--- src/common/chip_mode_pkg.sv ---
// chip mode configuration bank: constants, encodings and register layout
// assumes a 32-bit AXI4-Lite register bus and a single 50 MHz clock
// Function
// RULE_01: writing key 56h to the unlock key register opens the protected items
// RULE_02: any other key value closes them again; software should write 00h afterwards
// RULE_03: locked writes to setup register and clock choice are dropped; termination stays writable
// RULE_04: clock register bit 7 disables the port pull resistors when set
// RULE_05: clock register bit 0 picks 12 or 24 MHz input; register resets to 01h
// RULE_06: setup bit 7 picks interrupt output polarity, 1 is active high
// RULE_07: setup bit 6 set drives interrupt pin only at active level, else tristate
// RULE_08: setup bit 5 picks polarity of both dma request outputs
// RULE_09: setup bit 4 picks polarity recognised on both dma acknowledge inputs
// RULE_10: outside party holds acknowledge inactive while its dma channel is off
// RULE_11: with channel mode zero, setup bit 3 also demands chip select for access
// RULE_12: setup bit 2 swaps byte lanes in 16-bit mode; never set in 8-bit mode
// RULE_13: new swap value takes effect only on a read of E9h, also after reset
// RULE_14: setup bits 1:0 select strobe 16-bit, byte-enable 16-bit, or 8-bit bus
package chip_mode_pkg;
  localparam int IDX_LSB = 2;
  localparam int IDX_W = 8;
  localparam logic [7:0] IDX_KEY = 8'heb;
  localparam logic [7:0] IDX_CLK = 8'hed;
  localparam logic [7:0] IDX_CFG = 8'hef;
  localparam logic [7:0] IDX_AMC = 8'hf1;
  localparam logic [7:0] IDX_COMMIT = 8'he9;
  localparam logic [7:0] KEY_UNLOCK = 8'h56;
  localparam logic [7:0] KEY_RST = 8'h56;
  localparam logic [7:0] CLK_RST = 8'h01;
  localparam logic [7:0] CLK_RD_MASK = 8'h81;
  localparam logic [7:0] CFG_RST = 8'h00;
  localparam logic [7:0] AMC_RST = 8'h00;
  localparam int CLK_TERM_BIT = 7;
  localparam int CLK_SEL_BIT = 0;
  localparam int CFG_IRQ_POL = 7;
  localparam int CFG_IRQ_DRV = 6;
  localparam int CFG_REQ_POL = 5;
  localparam int CFG_ACK_POL = 4;
  localparam int CFG_CS_MODE = 3;
  localparam int CFG_SWAP = 2;
  localparam int CFG_BUS_STYLE = 1;
  localparam int CFG_NARROW = 0;
  localparam int AMC_MANUAL = 4;
  localparam logic [1:0] RESP_OKAY = 2'h0;
  localparam logic [1:0] RESP_SLVERR = 2'h2;
  typedef enum logic [2:0] {
    BUS_STROBE16 = 3'b001,
    BUS_BE16 = 3'b010,
    BUS_NARROW8 = 3'b100
  } cpu_bus_t;
  typedef enum logic [5:0] {
    SEL_NONE = 6'b000001,
    SEL_KEY = 6'b000010,
    SEL_CLK = 6'b000100,
    SEL_CFG = 6'b001000,
    SEL_AMC = 6'b010000,
    SEL_COMMIT = 6'b100000
  } reg_sel_t;
endpackage : chip_mode_pkg

--- src/core/irq_pin_stage.sv ---
// interrupt pin driver with programmable polarity and drive style
// assumes irqReq is an internal active-high level on clk
`timescale 1ns/100ps
module irq_pin_stage
(
  input logic clk,
  input logic reset_n,
  input logic irqReq,
  input logic activeHigh,
  input logic activeOnly,
  output logic pinOut,
  output logic pinOe
);
  // ----------------------------------------
  // pin drive
  // ----------------------------------------
  always_ff @(posedge clk)
  begin
    if (!reset_n)
    begin
      pinOut <= 1'b1;
      pinOe <= 1'b1;
    end
    else
    begin
      pinOut <= irqReq ~^ activeHigh; // [RULE_06]
      pinOe <= ~activeOnly | irqReq; // [RULE_07]
    end
  end
endmodule : irq_pin_stage

--- src/core/dma_lane_stage.sv ---
// one dma channel: request polarity out, acknowledge decode in
// assumes pin inputs are synchronous to clk
`timescale 1ns/100ps
module dma_lane_stage
(
  input logic clk,
  input logic reset_n,
  input logic reqInt,
  input logic reqHigh,
  input logic ackPin,
  input logic ackHigh,
  input logic csMode,
  input logic modeZero,
  input logic csAsserted,
  output logic reqPin,
  output logic access
);
  logic ackActive;
  // no glitch filter: an idle lane relies on the far side parking ack [RULE_10]
  assign ackActive = ackPin ~^ ackHigh; // [RULE_09]
  // ----------------------------------------
  // lane logic
  // ----------------------------------------
  always_ff @(posedge clk)
  begin
    if (!reset_n)
    begin
      reqPin <= 1'b1;
      access <= 1'b0;
    end
    else
    begin
      reqPin <= reqInt ~^ reqHigh; // [RULE_08]
      access <= ackActive & (~(modeZero & csMode) | csAsserted); // [RULE_11]
    end
  end
endmodule : dma_lane_stage

--- src/core/chip_mode_config_bank.sv ---
// protected chip mode configuration bank behind an AXI4-Lite slave
// assumes one outstanding write and one outstanding read from the master
`timescale 1ns/100ps
module chip_mode_config_bank #(
  parameter int ADDR_W = 12,
  parameter int CHANNELS = 2
)
(
  input logic clk,
  input logic reset_n,
  input logic wholeChipSoftReset,
  input logic awvalid,
  output logic awready,
  input logic [ADDR_W-1:0] awaddr,
  input logic [2:0] awprot,
  input logic wvalid,
  output logic wready,
  input logic [31:0] wdata,
  input logic [3:0] wstrb,
  output logic bvalid,
  input logic bready,
  output logic [1:0] bresp,
  input logic arvalid,
  output logic arready,
  input logic [ADDR_W-1:0] araddr,
  input logic [2:0] arprot,
  output logic rvalid,
  input logic rready,
  output logic [31:0] rdata,
  output logic [1:0] rresp,
  input logic irqReq,
  output logic irqOutN,
  output logic irqOutNOe,
  input logic [CHANNELS-1:0] dmaReqInt,
  output logic [CHANNELS-1:0] dmaReqOut,
  input logic [CHANNELS-1:0] dmaModeZero,
  input logic [CHANNELS-1:0] dmaAckIn,
  input logic chipSelectInN,
  output logic [CHANNELS-1:0] dmaAccess,
  output logic inputClockChoice,
  output logic drivePortResistorDisable,
  output chip_mode_pkg::cpu_bus_t cpuBusMode,
  output logic byteLaneSwap,
  output logic addressAssignManual
);
  import chip_mode_pkg::*;

  // ----------------------------------------
  // declarations
  // ----------------------------------------
  logic awready_ff;
  logic wready_ff;
  logic bvalid_ff;
  logic [1:0] bresp_ff;
  logic arready_ff;
  logic rvalid_ff;
  logic [31:0] rdata_ff;
  logic [1:0] rresp_ff;
  logic awHeld_ff;
  logic wHeld_ff;
  logic [ADDR_W-1:0] awAddr_ff;
  logic [7:0] wByte_ff;
  logic wLane0_ff;
  logic [7:0] key_ff;
  logic [7:0] clkSel_ff;
  logic [7:0] cfg_ff;
  logic [7:0] amc_ff;
  logic effSwap_ff;
  cpu_bus_t strobe_style_select_ff;
  logic byteLaneSwap_ff;
  logic wrFire;
  logic wrLoad;
  logic rdFire;
  logic unlocked;
  reg_sel_t wrSel;
  reg_sel_t rdSel;
  logic [7:0] rdByte;
  logic [7:0] nxt_clkSel;

  // ----------------------------------------
  // decode helpers
  // ----------------------------------------
  // upper address bits must be clear, so aliases of the bank answer as errors
  function automatic reg_sel_t regSel(input logic [ADDR_W-1:0] a);
    reg_sel_t s;
    s = SEL_NONE;
    if (a[ADDR_W-1:IDX_LSB+IDX_W] == '0)
    begin
      case (a[IDX_LSB +: IDX_W])
        IDX_KEY: s = SEL_KEY;
        IDX_CLK: s = SEL_CLK;
        IDX_CFG: s = SEL_CFG;
        IDX_AMC: s = SEL_AMC;
        IDX_COMMIT: s = SEL_COMMIT;
        default: s = SEL_NONE;
      endcase
    end
    return s;
  endfunction : regSel

  function automatic cpu_bus_t busModeOf(input logic [7:0] c);
    cpu_bus_t m;
    m = BUS_STROBE16;
    if (c[CFG_BUS_STYLE])
    begin
      m = BUS_BE16;
    end
    else if (c[CFG_NARROW])
    begin
      m = BUS_NARROW8;
    end
    return m;
  endfunction : busModeOf

  assign wrFire = awHeld_ff & wHeld_ff & ~bvalid_ff;
  assign wrSel = regSel(awAddr_ff);
  // only lane 0 carries the 8-bit registers; other lanes alone store nothing
  assign wrLoad = wrFire & wLane0_ff & ~wholeChipSoftReset;
  assign rdFire = arvalid & arready_ff;
  assign rdSel = regSel(araddr);
  assign unlocked = (key_ff == KEY_UNLOCK); // [RULE_01] [RULE_02]

  // ----------------------------------------
  // write address and data channels
  // ----------------------------------------
  always_ff @(posedge clk)
  begin
    if (!reset_n)
    begin
      awready_ff <= 1'b0;
      awHeld_ff <= 1'b0;
      awAddr_ff <= '0;
    end
    else
    begin
      awready_ff <= awvalid & ~awready_ff & ~awHeld_ff & ~bvalid_ff;
      if (awvalid & awready_ff)
      begin
        awHeld_ff <= 1'b1;
        awAddr_ff <= awaddr;
      end
      else if (wrFire)
      begin
        awHeld_ff <= 1'b0;
      end
    end
  end

  always_ff @(posedge clk)
  begin
    if (!reset_n)
    begin
      wready_ff <= 1'b0;
      wHeld_ff <= 1'b0;
      wByte_ff <= 8'h00;
      wLane0_ff <= 1'b0;
    end
    else
    begin
      wready_ff <= wvalid & ~wready_ff & ~wHeld_ff & ~bvalid_ff;
      if (wvalid & wready_ff)
      begin
        wHeld_ff <= 1'b1;
        wByte_ff <= wdata[7:0];
        wLane0_ff <= wstrb[0];
      end
      else if (wrFire)
      begin
        wHeld_ff <= 1'b0;
      end
    end
  end

  // ----------------------------------------
  // write response channel
  // ----------------------------------------
  always_ff @(posedge clk)
  begin
    if (!reset_n)
    begin
      bvalid_ff <= 1'b0;
      bresp_ff <= RESP_OKAY;
    end
    else if (wrFire)
    begin
      bvalid_ff <= 1'b1;
      bresp_ff <= (wrSel == SEL_NONE) ? RESP_SLVERR : RESP_OKAY;
    end
    else if (bready)
    begin
      bvalid_ff <= 1'b0;
    end
  end

  // ----------------------------------------
  // read channels
  // ----------------------------------------
  always_comb
  begin
    case (rdSel)
      SEL_KEY: rdByte = key_ff;
      SEL_CLK: rdByte = clkSel_ff & CLK_RD_MASK;
      SEL_CFG: rdByte = cfg_ff;
      SEL_AMC: rdByte = 8'h00;
      SEL_COMMIT: rdByte = 8'h00;
      default: rdByte = 8'h00;
    endcase
  end

  always_ff @(posedge clk)
  begin
    if (!reset_n)
    begin
      arready_ff <= 1'b0;
    end
    else
    begin
      arready_ff <= arvalid & ~arready_ff & ~rvalid_ff;
    end
  end

  always_ff @(posedge clk)
  begin
    if (!reset_n)
    begin
      rvalid_ff <= 1'b0;
      rdata_ff <= 32'h0;
      rresp_ff <= RESP_OKAY;
    end
    else if (rdFire)
    begin
      rvalid_ff <= 1'b1;
      rdata_ff <= {24'h0, rdByte};
      rresp_ff <= (rdSel == SEL_NONE) ? RESP_SLVERR : RESP_OKAY;
    end
    else if (rready)
    begin
      rvalid_ff <= 1'b0;
    end
  end

  // ----------------------------------------
  // unlock key
  // ----------------------------------------
  always_ff @(posedge clk)
  begin
    if (!reset_n || wholeChipSoftReset)
    begin
      key_ff <= KEY_RST;
    end
    else if (wrLoad && wrSel == SEL_KEY)
    begin
      key_ff <= wByte_ff; // [RULE_01] [RULE_02]
    end
  end

  // ----------------------------------------
  // clock choice and termination
  // ----------------------------------------
  always_comb
  begin
    nxt_clkSel = clkSel_ff;
    if (wrLoad && wrSel == SEL_CLK)
    begin
      nxt_clkSel[CLK_TERM_BIT] = wByte_ff[CLK_TERM_BIT]; // [RULE_03] [RULE_04]
      if (unlocked)
      begin
        nxt_clkSel[CLK_SEL_BIT] = wByte_ff[CLK_SEL_BIT]; // [RULE_03] [RULE_05]
      end
    end
  end

  always_ff @(posedge clk)
  begin
    if (!reset_n || wholeChipSoftReset)
    begin
      clkSel_ff <= CLK_RST; // [RULE_05]
    end
    else
    begin
      clkSel_ff <= nxt_clkSel & CLK_RD_MASK;
    end
  end

  // ----------------------------------------
  // chip setup register
  // ----------------------------------------
  always_ff @(posedge clk)
  begin
    if (!reset_n || wholeChipSoftReset)
    begin
      cfg_ff <= CFG_RST; // [RULE_13]
    end
    else if (wrLoad && wrSel == SEL_CFG && unlocked)
    begin
      cfg_ff <= wByte_ff; // [RULE_03]
    end
  end

  // soft reset leaves the live swap alone; only reset_n and the commit read move it
  always_ff @(posedge clk)
  begin
    if (!reset_n)
    begin
      effSwap_ff <= CFG_RST[CFG_SWAP];
    end
    else if (rdFire && rdSel == SEL_COMMIT)
    begin
      effSwap_ff <= cfg_ff[CFG_SWAP]; // [RULE_13]
    end
  end

  // ----------------------------------------
  // address mode control, write only
  // ----------------------------------------
  // reserved bits must be written 0, so only the mode bit is kept
  always_ff @(posedge clk)
  begin
    if (!reset_n || wholeChipSoftReset)
    begin
      amc_ff <= AMC_RST;
    end
    else if (wrLoad && wrSel == SEL_AMC)
    begin
      amc_ff <= wByte_ff & (8'h01 << AMC_MANUAL);
    end
  end

  // ----------------------------------------
  // bus mode outputs
  // ----------------------------------------
  always_ff @(posedge clk)
  begin
    if (!reset_n)
    begin
      strobe_style_select_ff <= BUS_STROBE16;
      byteLaneSwap_ff <= 1'b0;
    end
    else
    begin
      strobe_style_select_ff <= busModeOf(cfg_ff); // [RULE_14]
      // swap has no meaning on an 8-bit bus, so it is forced off there
      byteLaneSwap_ff <= effSwap_ff & (busModeOf(cfg_ff) != BUS_NARROW8); // [RULE_12]
    end
  end

  // ----------------------------------------
  // pin stages
  // ----------------------------------------
  irq_pin_stage u_irq
  (
    .clk(clk),
    .reset_n(reset_n),
    .irqReq(irqReq),
    .activeHigh(cfg_ff[CFG_IRQ_POL]),
    .activeOnly(cfg_ff[CFG_IRQ_DRV]),
    .pinOut(irqOutN),
    .pinOe(irqOutNOe)
  );

  genvar ch;
  generate
    for (ch = 0; ch < CHANNELS; ch++)
    begin : g_lane
      dma_lane_stage u_lane
      (
        .clk(clk),
        .reset_n(reset_n),
        .reqInt(dmaReqInt[ch]),
        .reqHigh(cfg_ff[CFG_REQ_POL]),
        .ackPin(dmaAckIn[ch]),
        .ackHigh(cfg_ff[CFG_ACK_POL]),
        .csMode(cfg_ff[CFG_CS_MODE]),
        .modeZero(dmaModeZero[ch]),
        .csAsserted(~chipSelectInN),
        .reqPin(dmaReqOut[ch]),
        .access(dmaAccess[ch])
      );
    end
  endgenerate

  // ----------------------------------------
  // output wiring
  // ----------------------------------------
  assign awready = awready_ff;
  assign wready = wready_ff;
  assign bvalid = bvalid_ff;
  assign bresp = bresp_ff;
  assign arready = arready_ff;
  assign rvalid = rvalid_ff;
  assign rdata = rdata_ff;
  assign rresp = rresp_ff;
  assign inputClockChoice = clkSel_ff[CLK_SEL_BIT];
  assign drivePortResistorDisable = clkSel_ff[CLK_TERM_BIT];
  assign cpuBusMode = strobe_style_select_ff;
  assign byteLaneSwap = byteLaneSwap_ff;
  assign addressAssignManual = amc_ff[AMC_MANUAL];
endmodule : chip_mode_config_bank

--- config.mk ---
export PLATFORM = sky130hd
export DESIGN_NAME = chip_mode_config_bank
export DESIGN_NICKNAME = d
export VERILOG_FILES = /design/src/common/chip_mode_pkg.sv /design/src/core/irq_pin_stage.sv /design/src/core/dma_lane_stage.sv /design/src/core/chip_mode_config_bank.sv
export SDC_FILE = /design/constraint.sdc
export NUM_CORES = 1
export LEC_CHECK = 0
export BUFFER_PORTS_ARGS = -buffer_cell sky130_fd_sc_hd__buf_2
export CAP_MARGIN = 10
export CORE_MARGIN = 1
export CORE_UTILIZATION = 48
export CTS_BUF_LIST = sky130_fd_sc_hd__clkbuf_4 sky130_fd_sc_hd__clkbuf_8
export DETAILED_ROUTE_END_ITERATION = 7
export PLACE_DENSITY = 0.9
export SLEW_MARGIN = 20
export SYNTH_ARGS = -nofsm -noshare
export SYNTH_HDL_FRONTEND = slang
export SYNTH_HIERARCHICAL = 1
export SYNTH_SLANG_ARGS = --single-unit
--- constraint.sdc ---
create_clock -name clk -period 1.8 [get_ports clk]
set_input_delay 0.36 -clock clk [delete_from_list [all_inputs] [get_ports clk]]
set_output_delay 0.36 -clock clk [all_outputs]
set_load 0.01 [all_outputs]
==> key figures, run 1 <==
Global route
  • First-pass GRT wire length: between 10000 and 15000 um
  • Grt ovf: 0
  • Vias in the first global route: roughly 2400
  • Initial antenna violation count: 0
  • Largest net degree at the start of global routing: 28
  • Total GRT Usage: approximately a fifth

Outcome
  • Status: completed

CTS
  • Worst-path clk slew: approximately 0.07 ns
  • Clock latency on the worst-skew pair: ~0.34 ns
  • Longest Clk Path Bufs: 2
  • Setup Fix Bufs, Post-CTS: 0
  • H-Tree Depth: 3
  • Hold Buf Count CTS: 0
  • CTS tree: built
  • CTS Buf Count: 9
  • Post-CTS sizing: 0
  • Sink Count: 66
  • CTS root buf: clkbuf_8

Worst setup path
  • CP Class: reg2reg
  • Crit end category: register
  • Crit path largest cell delay: around 0.69 ns
  • Crit path arrival time: around 1.8 ns
  • Worst path cell trace: nand3_1 -> o21ai_0 -> a21oi_1
  • Critical path's slowest cell: dfxtp_1
  • Worst setup SP type: register
  • Worst-path fanout max: 18
  • Worst Path Required: 1.98 ns

Yosys
  • Distinct cells, synth: 44
  • Avg Cell Area, Syn: 8.890 um2
  • Mapped Cells: ~330
  • Mapped Area: around 3000 um2
  • Sequential fraction of the synthesis area: about 45%
  • Yosys reg bits: 66
  • Synth warn: 6

Floorplanning
  • IO Pins: 136
  • Starting density of the core: roughly half
  • Die area: roughly 6500 um2
  • Die H: a little over 80 um
  • Core ar.: about 6000 um2
  • FP Rows: 28
  • Die Wd: 80.65 um

Route
  • Post-route ant nets: 0
  • DR iter-0 viols: approximately 100
  • WL final: ~6300 um
  • Router iterations before antenna repair: 4
  • Vias: between 2000 and 2500
  • Number of remaining DRC errors: 0
  • WL per Instance: 13.01 um
  • Post-DR vias/cell: 5.122

Final layout
  • Fraction of layout cells with a size suffix above 1: 24.39%
  • Final cell count without fillers: between 400 and 500
  • Layout area overhead: 17.61%
  • Nets: 487
  • Fin util: 58.63%
  • Antenna cells: 0

STA
  • Least-Margin Pin Slew: between 0.6 and 0.7 ns
  • Setup ws final: between 0.2 and 0.25 ns
  • Final Slew Violations: 0
  • RSZ-0062 raised after global routing: false
  • Worst-case clock skew: around 0.0085 ns
  • Max Fclk: ~640 MHz
  • TNS Setup: 0 ns
  • Tmin final: between 1.5 and 2 ns
  • Final hold violation count: 0
  • Fin crit share: approximately 87%
  • Headroom to the max-slew limit: between 50% and 60%
  • # setup viols final: 0

Power
  • P_leak: approximately 1.5 nW
  • Sw Share: a little under a quarter
  • Sequential Power Share: 50.6%
  • VDD IR-drop max: about 0.49 mV
  • Power density cells: around 860 nW/um2
  • Share of power burned in combinational logic: 6.9%
  • Cell Int Power: 2.303 mW
  • Clock Power Share: 42.5%
  • Switching pwr: about 700 uW

Placed design
  • GPL Wtd Cong: about 0.9
  • HPWL after detailed placement: slightly below 5000 um
  • DP Worst Slack: 0.1641 ns
  • Dpl cells: around 470
  • Count of input and output buffers: a little over 70

Job
  • Max-Cap Viols: 0

Hold path
  • Min-delay worst type: in2reg
-- power by group through the flow --
stage / combinational (mW) / clock (mW) / sequential, mW
final: 0.206 / 1.27 / 1.51
after global routing: 0.230 / 1.35 / 1.52
after CTS: 0.206 / 1.29 / 1.51
after detailed placement: 0.205 / 0 / 1.55
after global placement: 0.198 / 0 / 1.54
after floorplan: 0.159 / 0 / 1.54
-- final timing paths --
| path | startpoint | end | slack, ns | cells after the start |
|---|---|---|---|---|
| worst max register to register | awAddr_ff[4] | cfg_ff[7] | 0.23 | 3 |
| worst min register to register | cfg_ff[6] | u_irq/pinOe | 0.42 | 1 |
| worst min-delay path | irqReq | u_irq/pinOe | 0.23 | 2 |
| worst max-delay path | awAddr_ff[4] | cfg_ff[7] | 0.23 | 3 |
-- routing by layer --
layer | vias to the layer above | share of wire [%] | track usage [%]
met2 | 89 | 48 | 36.19
met1 | 1137 | 44 | 21.66
met4 | 0 | 3.9 | 14.82
li1 | 1237 | - | -
met3 | 21 | 4.8 | 3.864
met5 | - | 0 | 0
-- cell usage after synthesis (all sizes together) --
cell,count,area share (%)
a211o,4,1.2
a211oi,1,0.25
a21boi,24,6.1
a21oi,16,2.7
a22o,2,0.59
and2,9,1.9
and2b,1,0.25
and3,2,0.42
and3b,1,0.30
and4,2,0.59
and4b,2,0.67
and4bb,3,1.4
buf,29,7.4
clkbuf,12,1.5
conb,1,0.13
dfxtp,66,45
inv,7,0.89
mux2,2,0.76
mux2i,9,3.0
nand2,58,7.3
nand2b,4,0.84
nand3,13,2.2
nand3b,6,1.5
nand4,3,1.1
nand4b,1,0.30
nor2,7,0.89
nor2b,2,0.42
nor3,2,0.34
nor4b,3,1.4
nor4bb,2,0.67
o211a,2,0.67
o21a,5,1.3
o21ai,24,4.0
or2,1,0.21
or3,2,0.42
or4,1,0.38
xnor2,2,0.59
xor2,3,0.89
-- cell usage in the layout, fill, tap and decap left out, types with 3 or more instances in the layout --
master,count
and2_1,9
conb_1,26
nand3b_1,6
nand3_1,13
dfxtp_1,66
a21oi_1,16
a21boi_0,24
o21ai_1,6
inv_1,7
buf_2,72
o21a_1,5
clkbuf_8,11
nor2_1,7
nand2_1,58
a211o_1,4
xor2_1,3
o21ai_0,18
mux2i_1,9
nand2b_1,4
buf_4,4
-- layout make-up --
class | count | area (um2)
fill | 533 | 2464
timing repair buffer | 76 | 390.4
inverter | 7 | 26.28
multi-input combinational | 245 | 1451
clock buffer | 12 | 158.9
tap | 75 | 93.84
sequential | 66 | 1321
clock inverter | 4 | 50.05
-- stage by stage --
step	instance area, um2	hold slack (ns)	power, mW
global placement	3283	0.4069	1.741
detailed placement	3283	0.4131	1.751
floorplan	3063	0.3919	1.703
global route	3492	0.2374	3.096
CTS	3492	0.2301	3.006
finish	3492	0.2347	2.988
-- critical path: cells and delay by family, from the launching register on --
| family | cells | cell delay [ns] |
|---|---|---|
| AOI/OAI and AO/OA | 2 | 0.38 |
| and+or+nand+nor | 1 | 0.36 |
| DFF | 1 | 0.69 |
-- state kept, by name, indices dropped and copies added, names as in the netlist, 2 cells and up --
name	cells
key_ff	8
cpuBusMode	3
clkSel_ff	2
awAddr_ff	10
cfg_ff	8
g_lane.u_lane/access	2
rdata	8
g_lane.u_lane/reqPin	2
wByte_ff	8
-- logic make-up (layout without fill, tap and decap cells) --
kind of cell,after synthesis,count (layout),synth area share [%]
muxes,11,11,3.793
AOI/OAI and AO/OA,78,78,16.77
DFF,66,66,44.50
buffers and inverters,48,99,9.776
other,1,26,0.1263
xor gates and xnor gates,5,5,1.475
and+or+nand+nor,125,125,23.56
Note: power is estimated with default switching activity, not from simulation.
==> inputs of run 2 (changes only) <==
Clock period 1.8 ns to 1.7 ns, I/O delays scaled along.
==> key figures, run 2 (synthesis gave the netlist of run 1 again) <==
STA
  • Least-Margin Pin Slew: 0.7182 ns (+0.01847 ns)
  • Min Hold Slack: 0.2198 ns (-0.01491 ns)
  • Fin crit share: 93.03% (+5.8 points)
  • Worst-case clock skew: 0.003792 ns (-0.004698 ns)
  • TNS Setup: 0 ns (unchanged)
  • Final hold violation count: 0 (unchanged)
  • Tmin final: 1.582 ns (+0.01101 ns)
  • # setup viols final: 0 (unchanged)
  • RSZ-0062 raised after global routing: false
  • Max Fclk: 632.3 MHz (-0.70%)
  • Final Slew Violations: 0 (unchanged)
  • Headroom to the max-slew limit: 52.12% (-1.2 points)

Global route
  • Grt ovf: 0 (unchanged)
  • Largest net degree at the start of global routing: 47 (+68%)
  • GR Layer Usage met2: 34.66% (-1.5 points)
  • Vias in the first global route: 2237 (-6.0%)
  • Initial antenna violation count: 0 (unchanged)
  • GRT busiest layer: met2
  • GRT met1 Usage: 24.04% (+2.4 points)
  • First-pass GRT wire length: 9998 um (-0.55%)
  • Total GRT Usage: 20.33% (-0.19 points)
  • Met3 Usage GRT: 4.545% (+0.68 points)

Route
  • Post-route ant nets: 0 (unchanged)
  • Vias: 2459 (-1.0%)
  • Router iterations before antenna repair: 5 (+1)
  • Number of remaining DRC errors: 0 (unchanged)
  • WL final: 6445 um (+2.2%)
  • DR iter-0 viols: 158 (+55%)
  • Post-DR vias/cell: 5.081 (-0.80%)
  • WL per Instance: 13.32 um (+2.4%)

Final layout
  • Area of the multi-input gates: 1451 um2 (unchanged)
  • Reg with most FFs: awAddr_ff
  • Layout area overhead: 17.99%
  • Commonest cells after routing, fill and taps aside: 72 x buf_2, 66 x dfxtp_1, 58 x nand2_1
  • Nets: 487 (unchanged)
  • Fillers: 522 (-2.1%)
  • Most common cell after layout, fill and taps aside: buf_2
  • Fraction of layout cells with a size suffix above 1: 24.21% (-0.18 points)
  • Final cell count without fillers: 484 (-0.21%)
  • Antenna cells: 0 (unchanged)
  • FF+latch area: 1321 um2 (unchanged)
  • Max FFs per register: 10 (unchanged)

Power
  • Clock Power Share: 42.7% (+0.2 points)
  • VDD IR-drop max: 0.5584 mV (+14%)
  • P_leak: 1.485 nW (+0.82%)
  • Power density cells: 907.2 nW/um2 (+6.0%)
  • Sw Share: 22.16% (-0.79 points)
  • Share of power burned in combinational logic: 6.9% (about the same)
  • Switching pwr: 704.2 uW (+2.7%)
  • Cell Int Power: 2.474 mW (+7.4%)
  • Sequential Power Share: 50.3% (-0.3 points)

Worst setup path
  • Worst path cell trace: and4b_1 -> and4_1 -> nand3_1 -> a21oi_1
  • Crit path arrival time: 1.83 ns (+0.08 ns)
  • Reg2reg end: cfg_ff[7]
  • Worst-path fanout max: 8 (-10)
  • R2R Setup Slk: 0.12 ns (-0.11 ns)
  • Crit path largest cell delay: 0.43 ns (-0.26 ns)
  • Critical Path Start: awAddr_ff[3]
  • Crit end category: register
  • Critical path's slowest cell: dfxtp_1
  • CP Class: reg2reg
  • Worst r2r src: awAddr_ff[3]
  • Worst setup SP type: register
  • Worst Path Required: 1.95 ns (-0.03 ns)
  • Worst Reg2Reg Path Length in Cells: 4 (+1)

Floorplanning
  • Core ar.: 5956 um2 (unchanged)
  • FP Rows: 28 (unchanged)
  • Die H: 80.65 um (unchanged)
  • IO Pins: 136 (unchanged)
  • Die Wd: 80.65 um (unchanged)
  • Die area: 6504 um2 (unchanged)
  • Starting density of the core: 49.85% (unchanged)

CTS
  • Clock latency on the worst-skew pair: 0.33 ns (about the same)
  • Worst-path clk slew: 0.07 ns (about the same)
  • H-Tree Depth: 3 (unchanged)
  • Post-CTS sizing: 0 (unchanged)
  • Hold Buf Count CTS: 0 (unchanged)
  • CTS Buf Count: 9 (unchanged)
  • CTS root buf: clkbuf_8
  • CTS tree: built
  • Longest Clk Path Bufs: 2 (unchanged)
  • Setup Fix Bufs, Post-CTS: 0 (unchanged)
  • Sink Count: 66 (unchanged)

Hold path
  • Min-delay worst type: in2reg
  • Hold path cells: 2 (unchanged)
  • Hold Crit Start: irqReq
  • Worst Hold Path EP: u_irq/pinOe

Job
  • Max-Cap Viols: 0 (unchanged)

Placed design
  • Count of input and output buffers: 72 (unchanged)
  • Dpl cells: 469 (unchanged)
  • HPWL after detailed placement: 4684 um (-2.7%)
  • GPL Wtd Cong: 0.8878 (-1.3%)

Outcome
  • Status: completed
run 2: changes by cell type in the layout (fill, tap and decap cells not counted), sizes merged:
| cell | before | now |
|---|---|---|
| clkinvlp | 2 | 0 |
| clkbuf | 12 | 13 |
run 2: power groups by stage:
stage               Sequential (mW)  Combinational, mW  Clock [mW]
floorplan                      1.63              0.168           0
global placement               1.63              0.214           0
detailed placement             1.63              0.220           0
CTS                            1.60              0.221        1.38
global route                   1.60              0.245        1.45
finish                         1.60              0.221        1.36
run 2: critical path, delay by kind of cell, from the launching register on:
family,cells,cell delay [ns]
simple gates,3,0.88
compound gates,1,0.19
flops,1,0.43
run 2: worst max path at each step:
stage | endpoint | slack [ns] | cells after the start
after global placement | key_ff[0] | 0.14 | 6
after floorplan | rdata[1] | 0.31 | 4
final | cfg_ff[7] | 0.12 | 4
after detailed placement | key_ff[5] | 0.12 | 6
after CTS | cfg_ff[7] | 0.13 | 4
after global routing | cfg_ff[7] | 0.04 | 5
run 2: layer usage:
layer	wire (um)	share of wire [%]
met4	123	1.9
met2	3141	49
met1	2790	43
met3	390	6.1
met5	0	0
run 2: cell type report:
cell class	count	share of cell area, %
Multi-Input combinational cell	245	41.43
Sequential cell	66	37.71
Timing Repair Buffer	76	11.50
Clock buffer	13	4.929
Tap cell	75	2.679
Clock inverter	2	1.000
Inverter	7	0.7500
run 2: through the flow:
| stage | power (mW) | cell area [um2] | utilization (%) | setup slack (ns) |
|---|---|---|---|---|
| after floorplan | 1.803 | 3063 | - | 0.3122 |
| after global placement | 1.846 | 3296 | 55.34 | 0.1443 |
| after detailed placement | 1.853 | 3296 | 55.34 | 0.1155 |
| after CTS | 3.197 | 3503 | 58.82 | 0.1341 |
| after global routing | 3.293 | 3503 | 58.82 | 0.03946 |
| final | 3.178 | 3503 | 58.82 | 0.1185 |
==> inputs of run 3 (changes only) <==
Settings changed: ABC_AREA set to 1, CAP_MARGIN 10 to not set, CORE_UTILIZATION 48 to 49, PLACE_DENSITY 0.9 to 0.91.
==> key figures, run 3 <==
Outcome
  • Status: completed

Floorplanning
  • IO Pins: 136 (unchanged)
  • FP Rows: 28 (unchanged)
  • Die area: 6568 um2 (+0.98%)
  • Die H: 81.05 um (+0.49%)
  • Core ar.: 5991 um2 (+0.59%)
  • Starting density of the core: 51.11% (+1.3 points)
  • Die Wd: 81.05 um (+0.49%)

Final layout
  • Commonest cells after routing, fill and taps aside: 72 x buf_2, 71 x nand2_1, 68 x nor2_1
  • FF+latch area: 1321 um2 (unchanged)
  • Reg with most FFs: awAddr_ff
  • Fillers: 557 (+6.7%)
  • Fraction of layout cells with a size suffix above 1: 23.66% (-0.55 points)
  • Nets: 580 (+19%)
  • Finished Cell Area: 3562 um2 (+1.7%)
  • Layout area overhead: 16.35%
  • Most common cell after layout, fill and taps aside: buf_2
  • Area of the multi-input gates: 1384 um2 (-4.7%)
  • Fin util: 59.46% (+0.64 points)
  • Max FFs per register: 10 (unchanged)
  • Antenna cells: 0 (unchanged)

Yosys
  • Sequential fraction of the synthesis area: 43.15% (-1.3 points)
  • Mapped Area: 3062 um2 (+3.1%)
  • Yosys top cell area share: 43.15% (-1.3 points)
  • EDFF count, synth: 0 (unchanged)
  • Ranking of synthesized cells by area: dfxtp_1 43%, nand2_1 8.7%, nor2_1 8.3%
  • Synth warn: 6 (unchanged)
  • Count leader, synth: nand2_1
  • Leading area contributor after synthesis: dfxtp_1
  • Mapped Cells: 422 (+26%)
  • Post-synth top flop: dfxtp_1
  • Avg Cell Area, Syn: 7.255 um2 (-18%)
  • Synth cell count leaders: 71 x nand2_1, 68 x nor2_1, 66 x dfxtp_1
  • Distinct cells, synth: 30 (-32%)
  • Async SR Flop Fraction: 0% (unchanged)
  • Yosys reg bits: 66 (unchanged)

CTS
  • CTS root buf: clkbuf_8
  • Setup Fix Bufs, Post-CTS: 0 (unchanged)
  • H-Tree Depth: 3 (unchanged)
  • Sink Count: 66 (unchanged)
  • Longest Clk Path Bufs: 2 (unchanged)
  • Hold Buf Count CTS: 0 (unchanged)
  • Clock latency on the worst-skew pair: 0.34 ns (about the same)
  • CTS tree: built
  • CTS Buf Count: 9 (unchanged)
  • Worst-path clk slew: 0.07 ns (about the same)
  • Post-CTS sizing: 0 (unchanged)

Worst setup path
  • CP Class: reg2reg
  • Worst-path fanout max: 16 (+8)
  • WP buf/inv: 1 (+1)
  • Crit end category: register
  • Worst Path Required: 1.93 ns (-0.02 ns)
  • Reg2reg end: cfg_ff[5]
  • Crit path largest cell delay: 0.35 ns (-0.08 ns)
  • R2R Setup Slk: 0.30 ns (+0.18 ns)
  • Critical path's slowest cell: dfxtp_1
  • CP top delay family: simple AND/OR/NAND/NOR gates
  • Worst r2r src: bvalid
  • Worst Reg2Reg Path Length in Cells: 6 (+2)
  • Worst setup SP type: register
  • Crit path arrival time: 1.63 ns (-0.20 ns)
  • Worst path cell trace: inv_2 -> nand3_2 -> nor2_4 -> nand3_4 -> o21ai_0 -> nor2_1

Route
  • DR iter-0 viols: 169 (+7.0%)
  • WL final: 6308 um (-2.1%)
  • Post-route ant nets: 0 (unchanged)
  • Post-DR vias/cell: 4.785 (-5.8%)
  • Number of remaining DRC errors: 0 (unchanged)
  • WL per Instance: 10.91 um (-18%)
  • Router iterations before antenna repair: 4 (-1)
  • Vias: 2766 (+12%)

Hold path
  • Hold Crit Start: dmaReqInt[1]
  • Hold path cells: 3 (+1)
  • Min-delay worst type: in2reg
  • Worst Hold Path EP: g_lane[1].u_lane/reqPin

STA
  • # setup viols final: 0 (unchanged)
  • TNS Setup: 0 ns (unchanged)
  • Min Hold Slack: 0.2152 ns (-0.004614 ns)
  • Tmin final: 1.397 ns (-0.1849 ns)
  • Final hold violation count: 0 (unchanged)
  • Setup ws final: 0.3034 ns (+0.1849 ns)
  • Fin crit share: 82.15% (-11 points)
  • Worst-case clock skew: 0.005445 ns (+0.001654 ns)
  • Final Slew Violations: 0 (unchanged)
  • RSZ-0062 raised after global routing: false
  • Max Fclk: 716.0 MHz (+13%)

Placed design
  • HPWL after detailed placement: 4775 um (+1.9%)
  • Count of input and output buffers: 72 (unchanged)
  • GPL Wtd Cong: 0.8727 (-1.7%)
  • DP Worst Slack: 0.2788 ns (+0.1633 ns)
  • Placed inst area: 3392 um2 (+2.9%)

Job
  • Max-Cap Viols: 0 (unchanged)

Global route
  • Vias in the first global route: 2489 (+11%)
  • Largest net degree at the start of global routing: 24 (-49%)
  • Grt ovf: 0 (unchanged)
  • Initial antenna violation count: 0 (unchanged)
  • Total GRT Usage: 20.47% (+0.14 points)
  • First-pass GRT wire length: 10190 um (+1.9%)

Power
  • Cell Int Power: 2.233 mW (-9.8%)
  • Sequential Power Share: 53.9% (+3.6 points)
  • P_leak: 1.682 nW (+13%)
  • VDD IR-drop max: 0.6833 mV (+22%)
  • Switching pwr: 767.3 uW (+9.0%)
  • Clock Power Share: 37.8% (-4.9 points)
  • Share of power burned in combinational logic: 8.3% (+1.4 points)
  • Sw Share: 25.58% (+3.4 points)
  • Power density cells: 842.2 nW/um2 (-7.2%)
[run 3: cell types whose count changed in the layout (fill, tap and decap cells not counted), sizes merged, moves of 4 or more]
cell,previous run,this run
o21ai,24,36
a211o,4,0
mux2i,9,0
a21boi,24,0
o21a,5,0
and2,9,0
nand2b,4,0
nand2,58,79
a21oi,16,32
inv,7,48
clkinv,1,7
nand3b,6,1
nor2,7,75
nand4,3,19
[run 3: tightest hold or removal path: cells and delay by family]
family	cells	cell delay [ns]
XOR/XNOR	1	0.05
buffers and inverters	1	0.08
AND/OR/NAND/NOR	1	0.04
[run 3: power by group through the flow]
stage | Combinational [mW] | Sequential [mW] | Clock, mW
2_1_floorplan | 0.188 | 1.65 | 0
3_3_place_gp | 0.240 | 1.65 | 0
3_5_place_dp | 0.248 | 1.65 | 0
4_1_cts | 0.249 | 1.62 | 1.15
5_1_grt | 0.286 | 1.62 | 1.23
6_report | 0.249 | 1.62 | 1.13
[run 3: through the flow]
| step | cells | power, mW |
|---|---|---|
| after CTS | 578 | 3.016 |
| after global routing | 578 | 3.140 |
| after detailed placement | 562 | 1.900 |
| after floorplan | 447 | 1.840 |
| after global placement | 562 | 1.890 |
| final | 578 | 3.000 |
[run 3: worst max path at each step]
| stage | end | from | cells past startpoint | slack (ns) |
|---|---|---|---|---|
| global route | cfg_ff[5] | bvalid | 6 | 0.19 |
| CTS | cfg_ff[5] | bvalid | 6 | 0.29 |
| floorplan | key_ff[4] | bvalid | 7 | 0.43 |
| finish | cfg_ff[5] | bvalid | 6 | 0.30 |
| global placement | cfg_ff[5] | wholeChipSoftReset | 7 | 0.31 |
| detailed placement | cfg_ff[5] | wholeChipSoftReset | 7 | 0.28 |
[run 3: layout make-up]
cell class                 count  share of cell area [%]
clock buffer                  10                   3.864
inverter                      50                   5.269
sequential                    66                   37.09
timing repair buffer          78                   11.38
multi-input combinational    293                   38.85
clock inverter                 6                  0.9132
tap                           75                   2.634
[run 3: cell families after synthesis]
kind of cell	after synthesis	synth area share [%]
XOR/XNOR	2	0.5722
AO/OA/AOI/OAI	69	11.36
AND/OR/NAND/NOR	196	30.08
flip-flops	66	43.15
other	1	0.1225
buffers and inverters	88	14.71
[run 3: per-layer routing]
layer / part of all wire, % / wire (um) / vias up / GRT usage, %
met5: 0 / 0 / - / 0
met4: 2.0 / 127 / 0 / 8.214
met3: 5.9 / 375 / 10 / 6.742
met2: 50 / 3123 / 84 / 37.90
met1: 43 / 2682 / 1222 / 21.02
li1: - / - / 1450 / -
